<file path="src/rtl/sadc_consts.svh">
// register indices, field positions, reset values and timing counts of the converter control
//
// Notes on behaviour
// RL1 - analog power enable clears on reset; no conversion runs until software sets it.
// RL2 - software waits the analog warm-up time after enabling power before starting.
// RL3 - result is an unsigned 10-bit code, 1024 steps between the reference levels.
// RL4 - one bit trialled per converter clock, bit 9 to bit 0; kept if DAC below input.
// RL5 - converter clock period is machine clock period times prescale setting plus one.
// RL6 - machine clock is oscillator period times 4, 64 or 1024 per divider select.
// RL7 - software keeps the converter clock period between 1 and 6.25 microseconds.
// RL8 - conversion lasts 16 converter clocks: 5 sampling, 10 trials; done flag on last.
// RL9 - with external start enabled, a falling pin edge starts a conversion too.
// RL10 - any start drives the start/busy flag to 1 for the whole conversion.
// RL11 - a started conversion completes unless power enable is cleared.
// RL12 - interrupt on done, or only on done with window match when qualified.
// RL13 - software clears the done flag after reading the result to drop the interrupt.
// RL14 - software sets converter interrupt enable, bit 1 of the extended enable register.
// RL15 - software programs channel, mode, window and prescale before starting.
// RL16 - continuous mode restarts on the next machine cycle; busy stays set.
// RL17 - selecting single shot mid-run finishes the current conversion, then halts.
// RL18 - window compares upper 8 result bits with two 8-bit limits.
// RL19 - match equals outside select xor (upper < bits) xor (lower < bits), unsigned.
// RL20 - both limits are treated alike; no ordering check between them.
// RL21 - clearing power enable aborts any conversion and clears start/busy.
// RL22 - high byte is bits 9..2, or bits 9,8 right aligned; low byte is bits 7..0.
// RL23 - start on busy written 0 to 1; writes of 0 ignored while busy; hardware clears.
// RL24 - 3-bit channel select is applied when the next conversion starts.
// RL25 - external start pin synchronised; fall is a high sample then a low sample.
`ifndef SADC_CONSTS_SVH
`define SADC_CONSTS_SVH

// register indices; byte address is four times the index
`define SADC_IDX_CTRL1   8'hB2
`define SADC_IDX_CTRL2   8'hB3
`define SADC_IDX_RES_HI  8'hB4
`define SADC_IDX_RES_LO  8'hB5
`define SADC_IDX_WIN_UP  8'hB6
`define SADC_IDX_WIN_LO  8'hB7
`define SADC_IDX_PWRMGT  8'hB8
`define SADC_IDX_EXT_IE  8'hB9

// control register 1 fields
`define SADC_B_BUSY      7
`define SADC_B_EOC       6
`define SADC_B_CONT      5
`define SADC_B_EXT       4
`define SADC_B_QUAL      3
`define SADC_B_MATCH     2
`define SADC_B_PWR       1
`define SADC_B_OUTSIDE   0
// control register 2 fields
`define SADC_B_FMT       7
`define SADC_F_MUX       6:4
`define SADC_F_PSC       3:0
// own registers
`define SADC_B_CONV_IE   1
`define SADC_F_CDIV      1:0

`define SADC_RST_BYTE    8'h00
`define SADC_RST_WORD    32'h0000_0000

// sequencer counts in converter clocks
`define SADC_SAMPLE_LAST 4'h4
`define SADC_TRIAL_FIRST 4'h5
`define SADC_CONV_LAST   4'hF
`define SADC_SAR_MSB     10'h200

// machine clock dividers in oscillator cycles
`define SADC_MDIV_4      11'h004
`define SADC_MDIV_64     11'h040
`define SADC_MDIV_1024   11'h400

`endif

</file>
<file path="src/rtl/sadc_pkg.sv">
// types shared by the converter control modules
package sadc_pkg;

  typedef enum logic [2:0] {
    SADC_IDLE   = 3'h1,
    SADC_SAMPLE = 3'h2,
    SADC_TRIAL  = 3'h4
  } sadc_state_t;

  typedef enum logic [1:0] {
    SADC_DIV_4    = 2'h0,
    SADC_DIV_64   = 2'h1,
    SADC_DIV_1024 = 2'h2,
    SADC_DIV_ALT  = 2'h3
  } sadc_div_t;

endpackage

</file>
<file path="src/rtl/sadc_prescaler.sv">
// machine clock and converter clock tick generator
`timescale 1ns/1ps
`include "sadc_consts.svh"
module sadc_prescaler #(
  parameter int PSC_W = 4
) (
  input  wire logic             clk,
  input  wire logic             arst_n,
  input  wire logic [1:0]       div_sel,
  input  wire logic [PSC_W-1:0] psc,
  input  wire logic             restart,
  output logic                  mclk_tick,
  output logic                  aclk_tick
);
  logic [10:0]      mcnt_r;
  logic [PSC_W-1:0] acnt_r;
  logic [10:0]      div_last;

  // unused select code falls back to the slowest divider
  assign div_last  = (div_sel == sadc_pkg::SADC_DIV_4)  ? 11'(`SADC_MDIV_4 - 11'h001) :  // RL6
                     (div_sel == sadc_pkg::SADC_DIV_64) ? 11'(`SADC_MDIV_64 - 11'h001) :
                                                          11'(`SADC_MDIV_1024 - 11'h001);
  assign mclk_tick = (mcnt_r >= div_last);
  assign aclk_tick = mclk_tick & (acnt_r >= psc);  // RL5

  always_ff @(posedge clk or negedge arst_n) begin
    if (!arst_n) begin
      mcnt_r <= 11'h000;
      acnt_r <= '0;
    end else if (restart || mclk_tick) begin
      mcnt_r <= 11'h000;
      acnt_r <= (restart || aclk_tick) ? '0 : PSC_W'(acnt_r + 1'b1);
    end else begin
      mcnt_r <= 11'(mcnt_r + 11'h001);
    end
  end

endmodule // sadc_prescaler

</file>
<file path="src/rtl/sadc_window.sv">
// window comparator on the upper result bits
`timescale 1ns/1ps
module sadc_window #(
  parameter int W = 8
) (
  input  wire logic [W-1:0] upper,
  input  wire logic [W-1:0] lower,
  input  wire logic [W-1:0] value,
  input  wire logic         outside,
  output logic              match
);
  // limits are not ordered; swapped limits just follow the same equation
  assign match = outside ^ (upper < value) ^ (lower < value);  // RL19 RL20

endmodule // sadc_window

</file>
<file path="src/rtl/sadc_top.sv">
// converter control: wishbone registers, sequencer, bit trials and window qualifier
`timescale 1ns/1ps
`include "sadc_consts.svh"
module sadc_top (
  input  wire logic        CLK,
  input  wire logic        ARST_N,
  input  wire logic        WB_CYC_I,
  input  wire logic        WB_STB_I,
  input  wire logic        WB_WE_I,
  input  wire logic [31:0] WB_ADR_I,
  input  wire logic [3:0]  WB_SEL_I,
  input  wire logic [31:0] WB_DAT_I,
  output logic      [31:0] WB_DAT_O,
  output logic             WB_ACK_O,
  input  wire logic        EXT_START,
  input  wire logic        COMP_DAC_BELOW,
  output logic             ANALOG_POWER,
  output logic             SAMPLE_HOLD,
  output logic      [9:0]  DAC_CODE,
  output logic      [2:0]  CHANNEL,
  output logic             IRQ
);
  function automatic logic reg_hit(input logic [31:0] adr, input logic [7:0] idx);
    return (adr[31:10] == 22'h00_0000) && (adr[1:0] == 2'h0) && (adr[9:2] == idx);
  endfunction

  // bus
  logic                  ack_r;
  logic [31:0]           dat_r;
  logic                  wb_req;
  logic                  wr_en;
  logic [7:0]            wd;
  logic                  wr_c1, wr_c2, wr_wu, wr_wl, wr_pm, wr_ie;
  logic [7:0]            rd_byte;
  // control and status
  logic                  busy_r, eoc_r, cont_r, ext_en_r;
  logic                  qual_en_r, match_r, pwr_r, outside_r;
  logic                  fmt_r;
  logic [2:0]            mux_r;
  logic [3:0]            psc_r;
  logic [7:0]            win_up_r;
  logic [7:0]            win_lo_r;
  logic [1:0]            cdiv_r;
  logic                  conv_ie_r;
  logic [9:0]            result_r;
  logic                  qual_r;
  logic                  irq_r;
  logic [7:0]            ctrl1_rd;
  logic [7:0]            res_hi_rd;
  // sequencer
  sadc_pkg::sadc_state_t state_r;
  logic [3:0]            cnt_r;
  logic [9:0]            sar_r;
  logic                  sh_r;
  logic [2:0]            chan_r;
  logic                  restart_r;
  logic [9:0]            trial_mask;
  logic [9:0]            sar_trial;
  logic                  pwr_nxt, cont_nxt, busy_nxt;
  logic                  sw_start, ext_start, auto_start, go, abort, done, eoc_clr;
  logic                  win_match;
  logic                  mclk_tick;
  logic                  aclk_tick;
  // external start pin
  logic                  ext_s1_r, ext_s2_r, ext_s3_r;
  logic                  ext_fall;

  // register bus decode
  assign wb_req = WB_CYC_I & WB_STB_I;
  assign wr_en  = wb_req & WB_WE_I & ack_r & WB_SEL_I[0];
  assign wd     = WB_DAT_I[7:0];
  assign wr_c1  = wr_en & reg_hit(WB_ADR_I, `SADC_IDX_CTRL1);
  assign wr_c2  = wr_en & reg_hit(WB_ADR_I, `SADC_IDX_CTRL2);
  assign wr_wu  = wr_en & reg_hit(WB_ADR_I, `SADC_IDX_WIN_UP);
  assign wr_wl  = wr_en & reg_hit(WB_ADR_I, `SADC_IDX_WIN_LO);
  assign wr_pm  = wr_en & reg_hit(WB_ADR_I, `SADC_IDX_PWRMGT);
  assign wr_ie  = wr_en & reg_hit(WB_ADR_I, `SADC_IDX_EXT_IE);

  assign ctrl1_rd  = {busy_r, eoc_r, cont_r, ext_en_r, qual_en_r, match_r, pwr_r, outside_r};
  assign res_hi_rd = fmt_r ? {6'h00, result_r[9:8]} : result_r[9:2];  // RL22
  assign rd_byte   =
    reg_hit(WB_ADR_I, `SADC_IDX_CTRL1)  ? ctrl1_rd :
    reg_hit(WB_ADR_I, `SADC_IDX_CTRL2)  ? {fmt_r, mux_r, psc_r} :
    reg_hit(WB_ADR_I, `SADC_IDX_RES_HI) ? res_hi_rd :
    reg_hit(WB_ADR_I, `SADC_IDX_RES_LO) ? result_r[7:0] :  // RL22
    reg_hit(WB_ADR_I, `SADC_IDX_WIN_UP) ? win_up_r :
    reg_hit(WB_ADR_I, `SADC_IDX_WIN_LO) ? win_lo_r :
    reg_hit(WB_ADR_I, `SADC_IDX_PWRMGT) ? {6'h00, cdiv_r} :
    reg_hit(WB_ADR_I, `SADC_IDX_EXT_IE) ? {6'h00, conv_ie_r, 1'b0} :
                                          `SADC_RST_BYTE;

  // every access, mapped or not, is acked one cycle after it is raised
  always_ff @(posedge CLK or negedge ARST_N) begin
    if (!ARST_N) begin
      ack_r <= 1'b0;
      dat_r <= `SADC_RST_WORD;
    end else begin
      ack_r <= wb_req & ~ack_r;
      dat_r <= (wb_req & ~ack_r & ~WB_WE_I) ? {24'h00_0000, rd_byte} : `SADC_RST_WORD;
    end
  end

  // start, abort and completion conditions
  assign pwr_nxt    = wr_c1 ? wd[`SADC_B_PWR] : pwr_r;
  assign cont_nxt   = wr_c1 ? wd[`SADC_B_CONT] : cont_r;
  assign abort      = ~pwr_nxt;  // RL1 RL11 RL21
  assign sw_start   = wr_c1 & wd[`SADC_B_BUSY] & ~busy_r;  // RL23
  assign ext_start  = ext_fall & ext_en_r & ~busy_r;  // RL9
  assign auto_start = restart_r & mclk_tick & cont_nxt;  // RL16
  assign go         = (sw_start | ext_start | auto_start) & ~abort;
  assign done       = aclk_tick & (state_r == sadc_pkg::SADC_TRIAL)
                      & (cnt_r == `SADC_CONV_LAST) & ~abort;  // RL8
  assign eoc_clr    = wr_c1 & ~wd[`SADC_B_EOC];
  // a 0 written to busy has no path here; only hardware clears it
  assign busy_nxt   = abort ? 1'b0 :  // RL21
                      go ? 1'b1 :  // RL10
                      done ? cont_nxt :  // RL16 RL17
                      (restart_r & ~cont_nxt) ? 1'b0 :  // RL17
                      busy_r;  // RL23

  // external start: two-stage sync, third stage only for edge detect
  assign ext_fall = ext_s3_r & ~ext_s2_r;  // RL25
  always_ff @(posedge CLK or negedge ARST_N) begin
    if (!ARST_N) begin
      ext_s1_r <= 1'b1;
      ext_s2_r <= 1'b1;
      ext_s3_r <= 1'b1;
    end else begin
      ext_s1_r <= EXT_START;  // RL25
      ext_s2_r <= ext_s1_r;
      ext_s3_r <= ext_s2_r;
    end
  end

  sadc_prescaler #(
    .PSC_W     (4)
  ) u_presc (
    .clk       (CLK),
    .arst_n    (ARST_N),
    .div_sel   (cdiv_r),
    .psc       (psc_r),
    .restart   (go),
    .mclk_tick (mclk_tick),
    .aclk_tick (aclk_tick)
  );

  sadc_window #(
    .W       (8)
  ) u_window (
    .upper   (win_up_r),
    .lower   (win_lo_r),
    .value   (sar_r[9:2]),
    .outside (outside_r),
    .match   (win_match)
  );  // RL18

  // bit trial: keep the tried bit when the DAC sits below the held input
  assign trial_mask = `SADC_SAR_MSB >> 4'(cnt_r - `SADC_TRIAL_FIRST);
  assign sar_trial  = (COMP_DAC_BELOW ? sar_r : (sar_r & ~trial_mask))
                      | (trial_mask >> 1);  // RL4

  // control registers
  always_ff @(posedge CLK or negedge ARST_N) begin
    if (!ARST_N) begin
      {cont_r, ext_en_r, qual_en_r, pwr_r, outside_r} <= 5'h00;  // RL1
      {fmt_r, mux_r, psc_r}                           <= `SADC_RST_BYTE;
      win_up_r  <= `SADC_RST_BYTE;
      win_lo_r  <= `SADC_RST_BYTE;
      cdiv_r    <= 2'h0;
      conv_ie_r <= 1'b0;
      busy_r    <= 1'b0;
    end else begin
      if (wr_c1) begin
        cont_r    <= wd[`SADC_B_CONT];
        ext_en_r  <= wd[`SADC_B_EXT];
        qual_en_r <= wd[`SADC_B_QUAL];
        pwr_r     <= wd[`SADC_B_PWR];
        outside_r <= wd[`SADC_B_OUTSIDE];
      end
      if (wr_c2) begin
        {fmt_r, mux_r, psc_r} <= wd;
      end
      if (wr_wu) begin
        win_up_r <= wd;
      end
      if (wr_wl) begin
        win_lo_r <= wd;
      end
      if (wr_pm) begin
        cdiv_r <= wd[`SADC_F_CDIV];
      end
      if (wr_ie) begin
        conv_ie_r <= wd[`SADC_B_CONV_IE];
      end
      busy_r <= busy_nxt;
    end
  end

  // sequencer
  always_ff @(posedge CLK or negedge ARST_N) begin
    if (!ARST_N) begin
      state_r   <= sadc_pkg::SADC_IDLE;
      cnt_r     <= 4'h0;
      sar_r     <= 10'h000;
      sh_r      <= 1'b0;
      chan_r    <= 3'h0;
      restart_r <= 1'b0;
    end else if (abort) begin
      state_r   <= sadc_pkg::SADC_IDLE;  // RL21
      cnt_r     <= 4'h0;
      sh_r      <= 1'b0;
      restart_r <= 1'b0;
    end else begin
      case (state_r)
        sadc_pkg::SADC_IDLE: begin
          if (go) begin
            state_r   <= sadc_pkg::SADC_SAMPLE;
            cnt_r     <= 4'h0;
            sar_r     <= 10'h000;
            sh_r      <= 1'b1;
            chan_r    <= mux_r;  // RL24
            restart_r <= 1'b0;
          end else begin
            restart_r <= restart_r & cont_nxt;  // RL17
          end
        end
        sadc_pkg::SADC_SAMPLE: begin
          if (aclk_tick) begin
            cnt_r <= 4'(cnt_r + 4'h1);
            if (cnt_r == `SADC_SAMPLE_LAST) begin
              state_r <= sadc_pkg::SADC_TRIAL;  // RL8
              sar_r   <= `SADC_SAR_MSB;  // RL4
              sh_r    <= 1'b0;
            end
          end
        end
        sadc_pkg::SADC_TRIAL: begin
          if (aclk_tick) begin
            cnt_r <= 4'(cnt_r + 4'h1);
            if (cnt_r == `SADC_CONV_LAST) begin
              state_r   <= sadc_pkg::SADC_IDLE;
              restart_r <= cont_nxt;  // RL16 RL17
            end else begin
              sar_r <= sar_trial;  // RL4
            end
          end
        end
        default: begin
          state_r <= sadc_pkg::SADC_IDLE;
        end
      endcase
    end
  end

  // results, flags and interrupt request; a done in the clearing cycle wins
  always_ff @(posedge CLK or negedge ARST_N) begin
    if (!ARST_N) begin
      result_r <= 10'h000;
      eoc_r    <= 1'b0;
      match_r  <= 1'b0;
      qual_r   <= 1'b0;
      irq_r    <= 1'b0;
    end else begin
      if (done) begin
        result_r <= sar_r;  // RL3
        match_r  <= win_match;  // RL19
        qual_r   <= ~qual_en_r | win_match;  // RL12
      end
      eoc_r <= done | (eoc_r & ~eoc_clr);  // RL8
      irq_r <= conv_ie_r & eoc_r & qual_r;  // RL12
    end
  end

  assign WB_ACK_O     = ack_r;
  assign WB_DAT_O     = dat_r;
  assign ANALOG_POWER = pwr_r;
  assign SAMPLE_HOLD  = sh_r;
  assign DAC_CODE     = sar_r;
  assign CHANNEL      = chan_r;
  assign IRQ          = irq_r;

  // checks
  logic [3:0] tk_r;
  always_ff @(posedge CLK or negedge ARST_N) begin
    if (!ARST_N) begin
      tk_r <= 4'h0;
    end else if (go || state_r == sadc_pkg::SADC_IDLE) begin
      tk_r <= 4'h0;
    end else if (aclk_tick) begin
      tk_r <= 4'(tk_r + 4'h1);
    end
  end
endmodule // sadc_top

</file>
<file path="config.mk">
export PLATFORM = sky130hd
export DESIGN_NAME = sadc_top
export DESIGN_NICKNAME = d
export VERILOG_FILES = /design/src/rtl/sadc_pkg.sv /design/src/rtl/sadc_prescaler.sv /design/src/rtl/sadc_window.sv /design/src/rtl/sadc_top.sv
export VERILOG_INCLUDE_DIRS = /design/src /design/src/rtl
export SDC_FILE = /design/constraint.sdc
export NUM_CORES = 1
export LEC_CHECK = 0
export ABC_AREA = 1
export BUFFER_PORTS_ARGS = -buffer_cell sky130_fd_sc_hd__buf_2
export CORE_UTILIZATION = 53
export DETAILED_ROUTE_END_ITERATION = 16
export PLACE_DENSITY = 0.85
export SETUP_SLACK_MARGIN = 0.02
export SYNTH_ARGS = -nofsm -noshare
export SYNTH_HDL_FRONTEND = slang
export SYNTH_SLANG_ARGS = --single-unit
</file>
<file path="constraint.sdc">
create_clock -name CLK -period 2.4 [get_ports CLK]
set_input_delay 0.6 -clock CLK [delete_from_list [all_inputs] [get_ports CLK]]
set_output_delay 0.6 -clock CLK [all_outputs]
set_load 0.005 [all_outputs]
</file>
==> results.ini <==
[place]
post-dp-hpwl_mm=10.4
gp_congestion=0.884
placed_cell_area_sq_um=6290
numPortBuffers=72

[layout]
final_common_cell=nand2_1
syn2layout_area_growth_pct=14.9
finalInstanceArea_sq_um=6570
drive_gt1_share_pct=18.3
nNetsFinal=942
antenna_cells_inserted=0
layout_common_cells=nand2_1, dfrtp_1, inv_1, o21ai_0, buf_2

[grt]
antenna_found_initial=0
grtUsageTotal_pct=25.3
grt_pass1_wl_mm=22.4
gr-total-overflow=0
grt_max_degree=42
grt_pass1_vias=4876

[clocking]
cts_buffers=9
clk_pin_slew_ns=0.10
cts_tree=done
clockBufferDepth=2
cts_root_buf=clkbuf_8
cts_max_level=3
hold_buffers=0
insertion_delay_ns=0.37
cts.sink_count=96

[sta]
whs_ns=0.142
slew_headroom_pct=62.2
clock_skew_ns=0.0115
worst_pin_slew_ns=0.563
rsz0062_at_grt=false
final_hold_viol_count=0
fmax_mhz=457
setup_viol=0
fin_crit_sh_pct=91.2
period_minus_slack_ns=2.19
finalMaxSlewViolations=0

[status]
status=finished, final reports clean

[logic_synthesis]
ys.flop_type=dfrtp_1
yosysSeqAreaShare_pct=42.1
yosysTopAreaCell=dfrtp_1
synth-edff-count=0
synth_top_area_share_pct=40.3
postSynthAreaPerCell_sq_um=7.74
synth_area_sq_um=5720
yosysWarnings=0
ys_types=43
synth_seq_cells=96
synthTopCellsByArea=dfrtp_1, nand2_1, ha_1
synthCells=739
synthArstFlopShare_pct=100

[detailed_routing]
drc=0
wl_per_cell_um=13.9
drtIter0Drc=502
wl_mm=13.6
firstDrtPassIters=5
ant_nets=0
via_per_inst=5.31
dr_total_vias=5191

[setup_path]
setup.worst_path.end_class=flip-flop
worstPathMaxFanout=9
crit_required_ns=2.66
worstSetupPathType=flip-flop to flip-flop
cp.arrival_ns=2.45
start_kind=flip-flop

[pwr]
powerDensity_nw_per_um2=437
p_total_uw=2870
p_leak_uw=0.00343
peakVddDrop_uv=384

[floorplan]
chipWidth_um=106
initial_utilization_pct=54.9
core-area_sq_um=10400
pin_count=124
num_rows=37
die_y_um=106
dieArea_sq_um=11200

[min_path]
hold_class=input port to async pin

[flow_run]
drv_cap=0

[sequential cells by signal (all words and copies together), names as in the netlist, 2 cells and up]
name	count
psc_r	4
result_r	10
u_presc.mcnt_r	11
DAC_CODE	10
cnt_r	4
cdiv_r	2
win_up_r	8
mux_r	3
WB_DAT_O	8
state_r	3
CHANNEL	3
u_presc.acnt_r	4
win_lo_r	8
[kinds of logic (layout without fill, tap and decap cells)]
| logic type | count (synthesis) | after routing | share of synthesized area [%] |
|---|---|---|---|
| xor+xnor | 9 | 9 | 1.38 |
| buf+inv | 112 | 190 | 9.34 |
| fa+ha+maj | 30 | 30 | 6.56 |
| flops | 96 | 96 | 42.1 |
| simple gates | 369 | 371 | 28.4 |
| other cells | 1 | 24 | 0.0656 |
| compound gates | 122 | 122 | 12.2 |
[layout make-up]
class | instances | area, sq um
Tap cell | 136 | 170
Sequential cell | 96 | 2410
Multi-Input combinational cell | 556 | 2900
Timing Repair Buffer | 100 | 614
Clock inverter | 6 | 76.3
Inverter | 74 | 278
Fill cell | 920 | 3850
Clock buffer | 10 | 128
[what timing repair did]
action | in CTS | in global routing
resized for setup | 0 | 5
buffers inserted | 0 | 3
endpoints found under the setup margin | 0 | 25
[synth_stat cells (2+ instances only)]
| cell | number |
|---|---|
| clkbuf_1 | 9 |
| nand3b_1 | 5 |
| xor2_1 | 8 |
| buf_4 | 26 |
| nand2_2 | 5 |
| or2_2 | 4 |
| ha_1 | 30 |
| nor2_4 | 2 |
| dfrtp_1 | 92 |
| nand4_2 | 2 |
| a31oi_1 | 4 |
| buf_6 | 2 |
| o21a_1 | 4 |
| o211ai_1 | 6 |
| nand2_1 | 216 |
| o21ai_2 | 10 |
| dfstp_2 | 4 |
| nor3b_1 | 4 |
| inv_1 | 73 |
| nand4_1 | 15 |
| nor2_2 | 2 |
| o21bai_1 | 2 |
| o21ai_0 | 72 |
| a21oi_1 | 18 |
| nand3_1 | 33 |
| nor2_1 | 63 |
| nor3_1 | 12 |
[per-stage QoR]
step | setup TNS, ns | setup WS, ns | std cells | utilization (%)
final | 0 | 0.212 | 978 | 63.1
after global routing | 0 | 0.00791 | 978 | 63.1
after CTS | 0 | 0.150 | 973 | 62.4
after detailed placement | -0.0614 | -0.0366 | 957 | 60.4
after global placement | 0 | 0.000449 | 957 | 60.4
after floorplan | 0 | 0.330 | 762 | -
[final timing paths]
| kind | from | endpoint | slack (ns) | cells past startpoint |
|---|---|---|---|---|
| max reg2reg | cdiv_r[1] | state_r[2] | 0.21 | 14 |
| max in group asynchronous | ARST_N | ext_s3_r | 1.60 | 2 |
| min reg2reg | ext_s1_r | ext_s2_r | 0.36 | 0 |
| min | ARST_N | qual_en_r | 0.14 | 1 |
| max | cdiv_r[1] | state_r[2] | 0.21 | 14 |
| min in group CLK | EXT_START | ext_s1_r | 0.32 | 1 |
[power by group]
| group | internal [uW] | total [uW] | switching, uW |
|---|---|---|---|
| Clock | 501 | 1120 | 616 |
| Combinational | 45.2 | 131 | 85.7 |
| Sequential | 1620 | 1620 | 2.15 |
| Total | 2170 | 2870 | 704 |
[layer usage]
metal | wire (um) | GRT usage, % | part of all wire [%]
met5 | 0 | 0 | 0
met4 | 419 | 9.72 | 3.1
met3 | 1020 | 4.51 | 7.5
met2 | 6330 | 42.0 | 47
met1 | 5820 | 32.9 | 43
[worst max-delay path, cell delays in order (launching register included)]
cell	delay [ns]
dfrtp_1	0.41
inv_1	0.12
ha_1	0.26
a21oi_1	0.15
nor2_1	0.05
nor3_1	0.13
buf_4	0.15
nand2_2	0.06
nand2_2	0.14
nand2_1	0.07
nand2_1	0.11
a21oi_4	0.05
buf_12	0.14
nand2_4	0.16
o21ai_2	0.07
No activity file was read; power rests on OpenSTA's default activity.
